===== config.mk =====
export PLATFORM = sky130hd
export DESIGN_NAME = addr_termination_data_bus_arb
export DESIGN_NICKNAME = d
export VERILOG_FILES = /design/src/arb_pkg.sv /design/src/shared_line_driver.sv /design/src/addr_termination_data_bus_arb.sv
export VERILOG_INCLUDE_DIRS = /design/src /design/src/src
export SDC_FILE = /design/constraint.sdc
export NUM_CORES = 1
export LEC_CHECK = 0
export BUFFER_PORTS_ARGS = -buffer_cell sky130_fd_sc_hd__buf_2
export CORE_MARGIN = 2
export CORE_UTILIZATION = 55
export DETAILED_ROUTE_END_ITERATION = 8
export PLACE_DENSITY = 0.8
export SYNTH_ARGS = -nofsm -noshare
export SYNTH_HDL_FRONTEND = slang
export SYNTH_HIERARCHICAL = 1
export SYNTH_SLANG_ARGS = --single-unit

===== constraint.sdc =====
create_clock -name clk -period 2.7 [get_ports clk]
set_input_delay 0.135 -clock clk [delete_from_list [all_inputs] [get_ports clk]]
set_output_delay 0.135 -clock clk [all_outputs]
set_load 0.02 [all_outputs]

===== src/arb_params.svh =====
// Timing counts, field widths and decode constants for the bus controller.
// Assumes one bus clock shared with the processor; counts are bus cycles.
`ifndef ARB_PARAMS_SVH
`define ARB_PARAMS_SVH

// Cycle (TS cycle = 0) in which acknowledge may first be low
`define ACK_FIRST_FAST    4'h1
`define ACK_FIRST_SLOW    4'h2
// Cycle in which our own snoop retry may first be low
`define RETRY_FIRST       4'h2
// Transfer type decode for address-only operations
`define ADDR_ONLY_MASK    5'h08
`define ADDR_ONLY_VALUE   5'h00
// Data beats acknowledged per data tenure
`define BEAT_COUNT        3'h4
`define TT_WIDTH          5
`define CNT_WIDTH         4

`endif


===== src/arb_pkg.sv =====
// Types for the bus controller: pin groups and state encodings.
// Assumes arb_params.svh is on the include path.
`include "arb_params.svh"
package arb_pkg;

   // Pins driven by the processor, plus the shared retry wire level
   typedef struct packed {
      logic                     transfer_start_n;
      logic [`TT_WIDTH-1:0]     transfer_type;
      logic                     address_request_n;
      logic                     data_busy_n;
      logic                     address_retry_n;
   } from_cpu_type;

   // Pins driven by this controller
   typedef struct packed {
      logic address_grant_n;
      logic address_acknowledge_o;
      logic address_acknowledge_oe;
      logic address_retry_o;
      logic address_retry_oe;
      logic data_grant_n;
      logic transfer_acknowledge_n;
      logic data_retry_n;
   } to_cpu_type;

   typedef enum logic [2:0] {
      a_idle, a_granted, a_tenure, a_ack, a_after, a_block
   } addr_state_type;

   typedef enum logic [1:0] {
      d_idle, d_wait_busy, d_beats, d_gap
   } data_state_type;

endpackage


===== src/shared_line_driver.sv =====
// Driver for a shared active-low line: low while asked, one cycle of
// driven high afterwards, then released.
// Assumes a pull-up on the wire; the enable is high while driving.
`timescale 1ns/1ps
module shared_line_driver
(
   input  wire logic clk,      // Bus clock
   input  wire logic srst,     // Synchronous reset, active high
   input  wire logic assert_in,// Hold line low next cycle
   output logic      line_o,   // Level driven onto the wire
   output logic      line_oe   // High while driving the wire
);
   logic held;
   logic next_held;
   logic next_o;
   logic next_oe;

   always_comb
   begin
      next_held = assert_in;
      next_o    = ~assert_in;
      // Released after one cycle of driven-high precharge
      next_oe   = assert_in | held;
   end

   always_ff @(posedge clk)
   begin
      if (srst)
      begin
         held    <= 1'b0;
         line_o  <= 1'b1;
         line_oe <= 1'b0;
      end
      else
      begin
         held    <= next_held;
         line_o  <= next_o;
         line_oe <= next_oe;
      end
   end
endmodule


===== src/addr_termination_data_bus_arb.sv =====
// System-side controller for a split-transaction processor bus: address
// arbitration and termination, snoop retry, and data bus grant.
// Assumes the processor shares clk; its pins need no synchroniser.
//
// How it works
// - Acknowledge withheld to stretch the address phase.
// - Acknowledge never in the transfer-start cycle.
// - Slow ratios: acknowledge no earlier than third clock.
// - Fast ratios: acknowledge from the second clock.
// - Assert, precharge high one cycle, then release.
// - Acknowledge low for exactly one cycle.
// - Retry through post-acknowledge cycle reruns whole transaction.
// - Own snoop retry no earlier than second cycle.
// - Own retry held through cycle after acknowledge.
// - Post-acknowledge retry qualified, earlier ones early.
// - Never retry after first transfer acknowledge.
// - After qualified retry, only copy-back snooper requests.
// - Transfer start requests data; address-only gets none.
`timescale 1ns/1ps
`include "arb_params.svh"
module addr_termination_data_bus_arb
(
   input  wire logic                    clk,          // Bus clock
   input  wire logic                    srst,         // Sync reset, high
   input  wire arb_pkg::from_cpu_type   cpu_in,       // Processor pins
   output arb_pkg::to_cpu_type          cpu_out,      // Controller pins
   input  wire logic                    ratio_slow,   // 1:1 or 1.5:1 mode
   input  wire logic [1:0]              ack_wait,     // Extra ack waits
   input  wire logic                    snoop_retry,  // Snooper wants retry
   input  wire logic                    copyback_req, // Snooper bus request
   output logic                         copyback_gnt, // Snooper bus grant
   output logic                         tenure_done,  // Address tenure ok
   output logic                         early_retry,  // Ended, early retry
   output logic                         qual_retry    // Ended, qualified
);
   arb_pkg::addr_state_type   astate;
   arb_pkg::addr_state_type   next_astate;
   arb_pkg::data_state_type   dstate;
   arb_pkg::data_state_type   next_dstate;
   logic [`CNT_WIDTH-1:0]     cnt;
   logic [`CNT_WIDTH-1:0]     next_cnt;
   logic [`CNT_WIDTH-1:0]     cur;
   logic [`CNT_WIDTH-1:0]     target;
   logic                      ratio;
   logic                      next_ratio;
   logic                      ratio_taken;
   logic                      next_ratio_taken;
   logic                      needs_data;
   logic                      next_needs_data;
   logic                      seen_retry;
   logic                      next_seen_retry;
   logic                      own_retry;
   logic                      next_own_retry;
   logic                      retry_assert;
   logic                      ack_fire;
   logic                      ts_now;
   logic                      retry_now;
   logic                      data_pending;
   logic                      next_data_pending;
   logic                      grant_n;
   logic                      next_grant_n;
   logic                      dgrant_n;
   logic                      next_dgrant_n;
   logic                      ta_n;
   logic                      next_ta_n;
   logic [2:0]                beats;
   logic [2:0]                next_beats;
   logic                      next_copyback_gnt;
   logic                      next_done;
   logic                      next_early;
   logic                      next_qual;

   // Processor shares the bus clock, pins are used as sampled
   assign ts_now    = ~cpu_in.transfer_start_n;
   assign retry_now = ~cpu_in.address_retry_n;

   // Ratio latched once after reset
   always_comb
   begin
      next_ratio       = ratio;
      next_ratio_taken = 1'b1;
      if (!ratio_taken)
         next_ratio = ratio_slow;
   end

   always_ff @(posedge clk)
   begin
      if (srst)
      begin
         ratio       <= 1'b0;
         ratio_taken <= 1'b0;
      end
      else
      begin
         ratio       <= next_ratio;
         ratio_taken <= next_ratio_taken;
      end
   end

   // Address tenure sequencing
   always_comb
   begin
      next_astate       = astate;
      next_cnt          = cnt;
      next_needs_data   = needs_data;
      next_seen_retry   = seen_retry;
      next_grant_n      = grant_n;
      next_copyback_gnt = 1'b0;
      next_done         = 1'b0;
      next_early        = 1'b0;
      next_qual         = 1'b0;
      next_data_pending = data_pending;
      cur               = (astate == arb_pkg::a_tenure) ? cnt : '0;
      // Earliest acknowledge cycle set by the clock ratio
      target = (ratio ? `ACK_FIRST_SLOW : `ACK_FIRST_FAST)
               + {2'b00, ack_wait};
      ack_fire = 1'b0;
      case (astate)
         arb_pkg::a_idle:
         begin
            // No new address tenure while a data tenure waits
            if (!cpu_in.address_request_n && !data_pending)
            begin
               next_grant_n = 1'b0;
               next_astate  = arb_pkg::a_granted;
            end
         end
         arb_pkg::a_granted:
         begin
            if (ts_now)
            begin
               next_grant_n    = 1'b1;
               next_cnt        = cur + 4'h1;
               next_seen_retry = 1'b0;
               // Address-only types need no data bus
               next_needs_data = (cpu_in.transfer_type & `ADDR_ONLY_MASK)
                                 != `ADDR_ONLY_VALUE;
               ack_fire        = (cur + 4'h1 == target);
               next_astate     = ack_fire ? arb_pkg::a_ack
                                          : arb_pkg::a_tenure;
            end
            else if (cpu_in.address_request_n)
            begin
               next_grant_n = 1'b1;
               next_astate  = arb_pkg::a_idle;
            end
         end
         arb_pkg::a_tenure:
         begin
            // Acknowledge held off until the target cycle
            next_cnt = cur + 4'h1;
            if (retry_now)
               next_seen_retry = 1'b1;
            ack_fire = (cur + 4'h1 == target);
            if (ack_fire)
               next_astate = arb_pkg::a_ack;
         end
         arb_pkg::a_ack:
         begin
            if (retry_now)
               next_seen_retry = 1'b1;
            next_astate = arb_pkg::a_after;
         end
         arb_pkg::a_after:
         begin
            // Retry seen before is early, first seen here qualified
            if (seen_retry)
            begin
               next_early  = 1'b1;
               next_astate = arb_pkg::a_idle;
            end
            else if (retry_now)
            begin
               next_qual   = 1'b1;
               next_astate = arb_pkg::a_block;
            end
            else
            begin
               next_done         = 1'b1;
               next_data_pending = needs_data;
               next_astate       = arb_pkg::a_idle;
            end
         end
         arb_pkg::a_block:
         begin
            // Processor request ignored, only the copy-back snooper
            next_copyback_gnt = copyback_req;
            next_astate       = arb_pkg::a_idle;
         end
         default:
            next_astate = arb_pkg::a_idle;
      endcase
      // Pending ends with the data tenure; a set in the same cycle wins
      if (dstate == arb_pkg::d_gap && !next_done)
         next_data_pending = 1'b0;
   end

   always_ff @(posedge clk)
   begin
      if (srst)
      begin
         astate       <= arb_pkg::a_idle;
         cnt          <= '0;
         needs_data   <= 1'b0;
         seen_retry   <= 1'b0;
         grant_n      <= 1'b1;
         copyback_gnt <= 1'b0;
         tenure_done  <= 1'b0;
         early_retry  <= 1'b0;
         qual_retry   <= 1'b0;
         data_pending <= 1'b0;
      end
      else
      begin
         astate       <= next_astate;
         cnt          <= next_cnt;
         needs_data   <= next_needs_data;
         seen_retry   <= next_seen_retry;
         grant_n      <= next_grant_n;
         copyback_gnt <= next_copyback_gnt;
         tenure_done  <= next_done;
         early_retry  <= next_early;
         qual_retry   <= next_qual;
         data_pending <= next_data_pending;
      end
   end

   // Own snoop retry: from cycle 2, held through cycle after ack
   always_comb
   begin
      retry_assert = own_retry && astate != arb_pkg::a_after;
      if (snoop_retry && ((astate == arb_pkg::a_tenure
                           && cur + 4'h1 >= `RETRY_FIRST)
                          || astate == arb_pkg::a_ack))
         retry_assert = 1'b1;
      next_own_retry = retry_assert;
   end

   always_ff @(posedge clk)
   begin
      if (srst)
         own_retry <= 1'b0;
      else
         own_retry <= next_own_retry;
   end

   // Data tenure: grant, wait for busy, acknowledge beats, gap
   always_comb
   begin
      next_dstate   = dstate;
      next_dgrant_n = 1'b1;
      next_ta_n     = 1'b1;
      next_beats    = beats;
      case (dstate)
         arb_pkg::d_idle:
         begin
            // Grant only when busy negated and tenure not retried
            if (data_pending && cpu_in.data_busy_n && !retry_now)
            begin
               next_dgrant_n = 1'b0;
               next_dstate   = arb_pkg::d_wait_busy;
            end
         end
         arb_pkg::d_wait_busy:
         begin
            if (!cpu_in.data_busy_n)
            begin
               next_ta_n   = 1'b0;
               next_beats  = `BEAT_COUNT - 3'h1;
               next_dstate = arb_pkg::d_beats;
            end
            else if (dgrant_n)
               next_dstate = arb_pkg::d_idle;
            else
               next_dgrant_n = 1'b0;
         end
         arb_pkg::d_beats:
         begin
            if (beats != 3'h0)
            begin
               next_ta_n  = 1'b0;
               next_beats = beats - 3'h1;
            end
            else
               next_dstate = arb_pkg::d_gap;
         end
         arb_pkg::d_gap:
            next_dstate = arb_pkg::d_idle;
         default:
            next_dstate = arb_pkg::d_idle;
      endcase
   end

   always_ff @(posedge clk)
   begin
      if (srst)
      begin
         dstate   <= arb_pkg::d_idle;
         dgrant_n <= 1'b1;
         ta_n     <= 1'b1;
         beats    <= 3'h0;
      end
      else
      begin
         dstate   <= next_dstate;
         dgrant_n <= next_dgrant_n;
         ta_n     <= next_ta_n;
         beats    <= next_beats;
      end
   end

   // Shared lines: low, precharge high, release
   shared_line_driver ack_drv
   (
      .clk       (clk),
      .srst      (srst),
      .assert_in (ack_fire),
      .line_o    (cpu_out.address_acknowledge_o),
      .line_oe   (cpu_out.address_acknowledge_oe)
   );

   shared_line_driver retry_drv
   (
      .clk       (clk),
      .srst      (srst),
      .assert_in (retry_assert),
      .line_o    (cpu_out.address_retry_o),
      .line_oe   (cpu_out.address_retry_oe)
   );

   assign cpu_out.address_grant_n        = grant_n;
   assign cpu_out.data_grant_n           = dgrant_n;
   assign cpu_out.transfer_acknowledge_n = ta_n;
   assign cpu_out.data_retry_n           = 1'b1;
endmodule


Word level (Yosys, flattened, before mapping)
Index checks and enable logic that the tools add are counted.
Word-level totals
  input port bits: 16
  word-level logic and storage cells: 128
  output and inout bits: 12
  bits in registers: 30
Operators by class
  reduce and logical (&&, ||, !) cells: 31
  bitwise operators: 8
  eq/ne operators: 20
  muxes and demuxes: 43
  $lt $le $gt $ge: 1
  add/subtract/negate cells: 3
Operators by type and width (count)
  3-bit 2-to-1 mux: 8
  1-bit 2-to-1 mux: 19
  3-bit AND reduction: 6
  2-bit inequality test (second input constant): 8
  3-bit case mux with 5 select lines: 1
  2-bit 2-to-1 mux: 5
  1-bit case mux with 2 select lines: 5
  3-bit inequality test (second input constant): 3
  4-bit 2-to-1 mux: 2
  2-bit case mux with 4 select lines: 1
  4-bit case mux with 2 select lines: 1
  2-bit nonzero test: 4
  2-bit OR reduction: 4
  1-bit logical AND: 7
  3-bit by 2-bit equality test with 1-bit output (second input constant): 2
  3-bit equality test (second input constant): 2
  1-bit inverter: 6
  3-bit case mux with 2 select lines: 1
  4-bit by 1-bit adder with 4-bit output (second input constant): 1
  2-bit equality test (second input constant): 2
  4-bit by 3-bit equality test with 1-bit output: 1
  4-bit by 2-bit greater-or-equal comparator with 1-bit output (second input constant): 1
  2-bit AND reduction: 2
  2-bit by 2-bit adder with 3-bit output: 1
  10 further kinds: 13

Longest topological paths before layout
  word-level depth: 9
  gate-level depth with buffers: 9
  gate-level depth less buffers: 9

By module
The synthesis kept the hierarchy.
Modules (own cells, without submodules)
  addr_termination_data_bus_arb: cells an instance 171, area each 1445.1 um2, instances 1
  shared_line_driver: cells an instance 6, area each 85.1 um2, instances 2

Worst setup path after synthesis
OpenSTA, ideal clock, no wires.
  path type: register to register
  start: register ratio
  end: register astate[0]
  library setup time: 132 ps
  path slack: 607 ps
  clock period less this slack: 2093 ps
  arrival time: 1961 ps
  stages on the path, launching flop included: 9
  cells stage by stage: dfxtp_1 -> inv_1 -> ha_1 -> fa_1 -> xnor2_1 -> and4b_1 -> or3_1 -> o21ai_0 -> o32ai_1
Between the ends
  word-level cells in the longest chain between the ends: 6
  elaborated cells between the ends (all ways): 8
  classes of those cells: 1 x add/sub; 2 x eq/ne; 4 x mux; 1 x reduce/logical
Ends and longest elaborated chain
  from (decl): RTL line addr_termination_data_bus_arb.sv:44  | logic ratio;
  from (signal assigned): RTL line addr_termination_data_bus_arb.sv:95  | ratio <= next_ratio;
  2-bit 2-to-1 mux (no line) (*)
  2-bit by 2-bit adder with 3-bit output (*): RTL line addr_termination_data_bus_arb.sv:115  | target = (ratio ? `ACK_FIRST_SLOW : `ACK_FIRST_FAST)
  4-bit by 3-bit equality test with 1-bit output (*): RTL line addr_termination_data_bus_arb.sv:138, addr_termination_data_bus_arb.sv:154
  1-bit 2-to-1 mux: RTL line addr_termination_data_bus_arb.sv:139  | next_astate = ack_fire ? arb_pkg::a_ack
  3-bit 2-to-1 mux: RTL line addr_termination_data_bus_arb.sv:130  | if (ts_now)
  3-bit case mux with 5 select lines: RTL line addr_termination_data_bus_arb.sv:118  | case (astate)
  to (signal assigned): RTL line addr_termination_data_bus_arb.sv:202  | astate <= arb_pkg::a_idle;
  to (signal assigned): RTL line addr_termination_data_bus_arb.sv:215  | astate <= next_astate;
  to (decl): RTL line addr_termination_data_bus_arb.sv:36  | arb_pkg::addr_state_type astate;
Every way passes the cells marked *; elsewhere a longest branch is shown, timed or not.
A chain may end at the register's enable or synchronous reset.

Final worst setup path
Ends and elaborated chain as after synthesis.

==> flow_metrics.py <==
metrics = {
    "critical_path": {
        "crit_buf_inv": 1,
        "worst-setup-path-type": "flop to flop",
        "critPathMaxFanout": 4,
        "endpoint_kind": "flop",
        "start_kind": "flop",
        "critPathSlowestCell": "fa_1",
        "cp_data_required_time_ps": 2920,
        "arrival_ps": 2480,
        "worst_path_largest_cell_delay_ps": 510,
        "critical_path.top_delay_family": "adder cells",
        "cp_cell_sequence": "inv_1, ha_1, fa_1, xnor2_1, and4b_1, or3_1, o21ai_0, o32ai_1",
    },
    "sta": {
        "final_hold_viol_count": 0,
        "maxSlewViolCount": 0,
        "skew_ps": 12.1,
        "fin_crit_sh_pct": 83.7,
        "min_period_ps": 2260,
        "setup_viol": 0,
        "clock.fmax_mhz": 442,
        "tns_ps": 0,
        "rsz0062_at_grt": "no",
        "slew-limit-headroom_pct": 60.6,
        "tightest_slew_ps": 589,
    },
    "final_layout": {
        "largestRegisters": "cnt x4, astate x3, beats x3",
        "largest_register_ffs": 4,
        "final_cell_mix": "dfxtp_1, buf_2, nor2_1",
        "diodes": 0,
        "drive_above_1_share_pct": 19.1,
        "synthToLayoutAreaGrowth_pct": 7.20,
        "final_nets": 223,
        "fillers": 261,
        "top_register": "cnt",
        "final_common_cell": "dfxtp_1",
        "multi_input_area_sq_um": 863,
        "register_area_sq_um": 621,
    },
    "global_route": {
        "grt_pass1_vias": 1228,
        "antenna_found_initial": 0,
        "grt_first_pass_wirelength_um": 5180,
        "grtUsageTotal_pct": 20.5,
        "grt-ovfl-total": 0,
        "grt_max_degree": 28,
    },
    "yosys": {
        "synthXorXnorAreaFrac_pct": 1.63,
        "avgSynthCellArea_sq_um": 8.83,
        "ys_ff_latch": 31,
        "synth-edff-count": 0,
        "syn_nets": 208,
        "syn_inst": 183,
        "yosys.cell_types.count": 55,
        "synthFlopType": "dfxtp_1",
        "synth_adder_area_share_pct": 7.44,
        "yosysWarningCount": 6,
        "synth_area_sq_um": 1620,
        "synthMuxAreaShare_pct": 1.24,
        "synth_simple_gate_area_share_pct": 24.5,
        "ys_async_sr_fraction_pct": 0,
        "synth_top_family_by_area": "simple AND/OR/NAND/NOR gates",
        "synth-compound-area-share_pct": 18.4,
        "yosysSeqAreaShare_pct": 38.4,
    },
    "power_and_ir_drop": {
        "pwr-share-comb_pct": 19.8,
        "clkPwrFrac_pct": 26.5,
        "p_per_area_nw_per_um2": 557,
        "power_w": 0.000964,
        "p_int_w": 0.000666,
        "p_seq_share_pct": 53.7,
        "p_leak_nw": 0.709,
        "p_sw_w": 0.000297,
        "swShare_pct": 30.9,
        "irDropWorstVdd_uv": 408,
    },
    "placed_design": {
        "routabilityCongestion": 0.817,
        "io_buffers": 22,
        "dp.final_hpwl_um": 2210,
    },
    "clocking": {
        "cts_tree": "built",
        "post_cts_buffers": 0,
        "ctsHoldBuffers": 0,
        "root_buffer": "clkbuf_4",
        "numCtsBuffers": 5,
        "clock_latency_ps": 340,
        "clock-sinks": 31,
        "clkTransAtPathRegs_ps": 100,
        "clockBufferDepth": 2,
        "cts_max_level": 2,
        "cts.repair.resized": 0,
    },
    "floorplanning": {
        "die_area_sq_um": 3390,
        "ios": 28,
        "die_h_um": 58.2,
        "chipWidth_um": 58.2,
        "start_util_pct": 58.1,
        "row_count": 19,
        "core_area_sq_um": 2780,
    },
    "routing": {
        "wl_um": 3000,
        "antenna_left": 0,
        "post_drt_wl_per_cell_um": 13.1,
        "viasPerCell": 5.80,
        "drt_iter0_drc": 34,
        "drtPass1Iterations": 4,
        "drc": 0,
        "via_count": 1333,
    },
    "worst_hold_path": {
        "hp-class": "primary input to flop",
    },
    "status": {
        "status": "finished, final reports clean",
    },
    "job": {
        "cap_violations": 0,
    },
}
cell families (layout without fill, tap and decap cells):
group           Yosys count  after routing
mux                       2              2
compound gates           42             42
fa+ha+maj                 9              9
simple gates             68             68
buf+inv                  27             43
xor+xnor                  3              3
flops                    31             31
other cells               1              1
per-layer routing:
| layer | vias up | wire, um | GRT usage [%] |
|---|---|---|---|
| li1 | 675 | - | - |
| met1 | 622 | 1290 | 22.4 |
| met2 | 28 | 1500 | 34.7 |
| met3 | 8 | 142 | 8.26 |
| met4 | 0 | 70 | 8.97 |
| met5 | - | 0 | 0 |
final timing paths:
path	start	to	slack, ps	cells after the start
setup reg to reg	ratio	astate[0]	440	8
hold reg to reg	ack_drv/held	ack_drv/line_oe	460	1
setup / recovery	ratio	astate[0]	440	8
hold / removal	cpu_in[6]	needs_data	20	3
synthesized netlist by cell type (2+ instances only):
cell      number  area (sq um)
dfxtp_1       31           621
nor2_1        18          67.6
inv_1         13          48.8
a21oi_1        9          45.0
nor3_1         9          45.0
o21ai_0        9          45.0
ha_1           8           100
nand2_1        6          22.5
nand2b_1       6          37.5
buf_4          5          37.5
clkbuf_1       5          18.8
nand3_1        3          15.0
nor2b_1        3          18.8
xnor2_1        3          26.3
a211oi_1       2          15.0
a311oi_1       2          17.5
a31oi_1        2          12.5
and2b_2        2          17.5
and3_1         2          12.5
and4b_1        2          20.0
buf_2          2          10.0
mux2i_1        2          20.0
nand3b_1       2          15.0
nand4b_1       2          17.5
nor4b_1        2          17.5
o21ba_2        2          20.0
o31ai_1        2          15.0
or3_1          2          12.5
power groups by stage:
stage	combinational, W	clock, W	sequential (W)
floorplan	0.000176	0	0.000509
global placement	0.000180	0	0.000527
detailed placement	0.000191	0	0.000528
CTS	0.000192	0.000261	0.000517
global route	0.000216	0.000289	0.000525
finish	0.000191	0.000255	0.000518
through the flow:
stage / worst slack [ps] / instances / util [%] / area (sq um) / hold WS [ps]
2_1_floorplan: 607 / 183 / - / 1620 / 214
3_3_place_gp: 496 / 222 / 60.5 / 1680 / 371
3_5_place_dp: 417 / 222 / 60.5 / 1680 / 384
4_1_cts: 414 / 230 / 62.3 / 1730 / 25.2
5_1_grt: 259 / 230 / 62.3 / 1730 / 17.0
6_report: 439 / 230 / 62.3 / 1730 / 21.8
worst reg2reg max path, stage by stage, from the launching register on:
cell	delay (ps)
dfxtp_1	380
inv_1	50
ha_1	180
fa_1	510
xnor2_1	170
and4b_1	210
or3_1	320
o21ai_0	220
o32ai_1	120
area by class of cell:
class | count | share of cell area, %
Clock inverter | 1 | 0.289
Inverter | 13 | 2.82
Timing Repair Buffer | 22 | 6.36
Sequential cell | 31 | 35.8
Multi-Input combinational cell | 125 | 49.9
Tap cell | 31 | 2.24
Clock buffer | 7 | 2.60
Power figures use the tool's default switching activity.
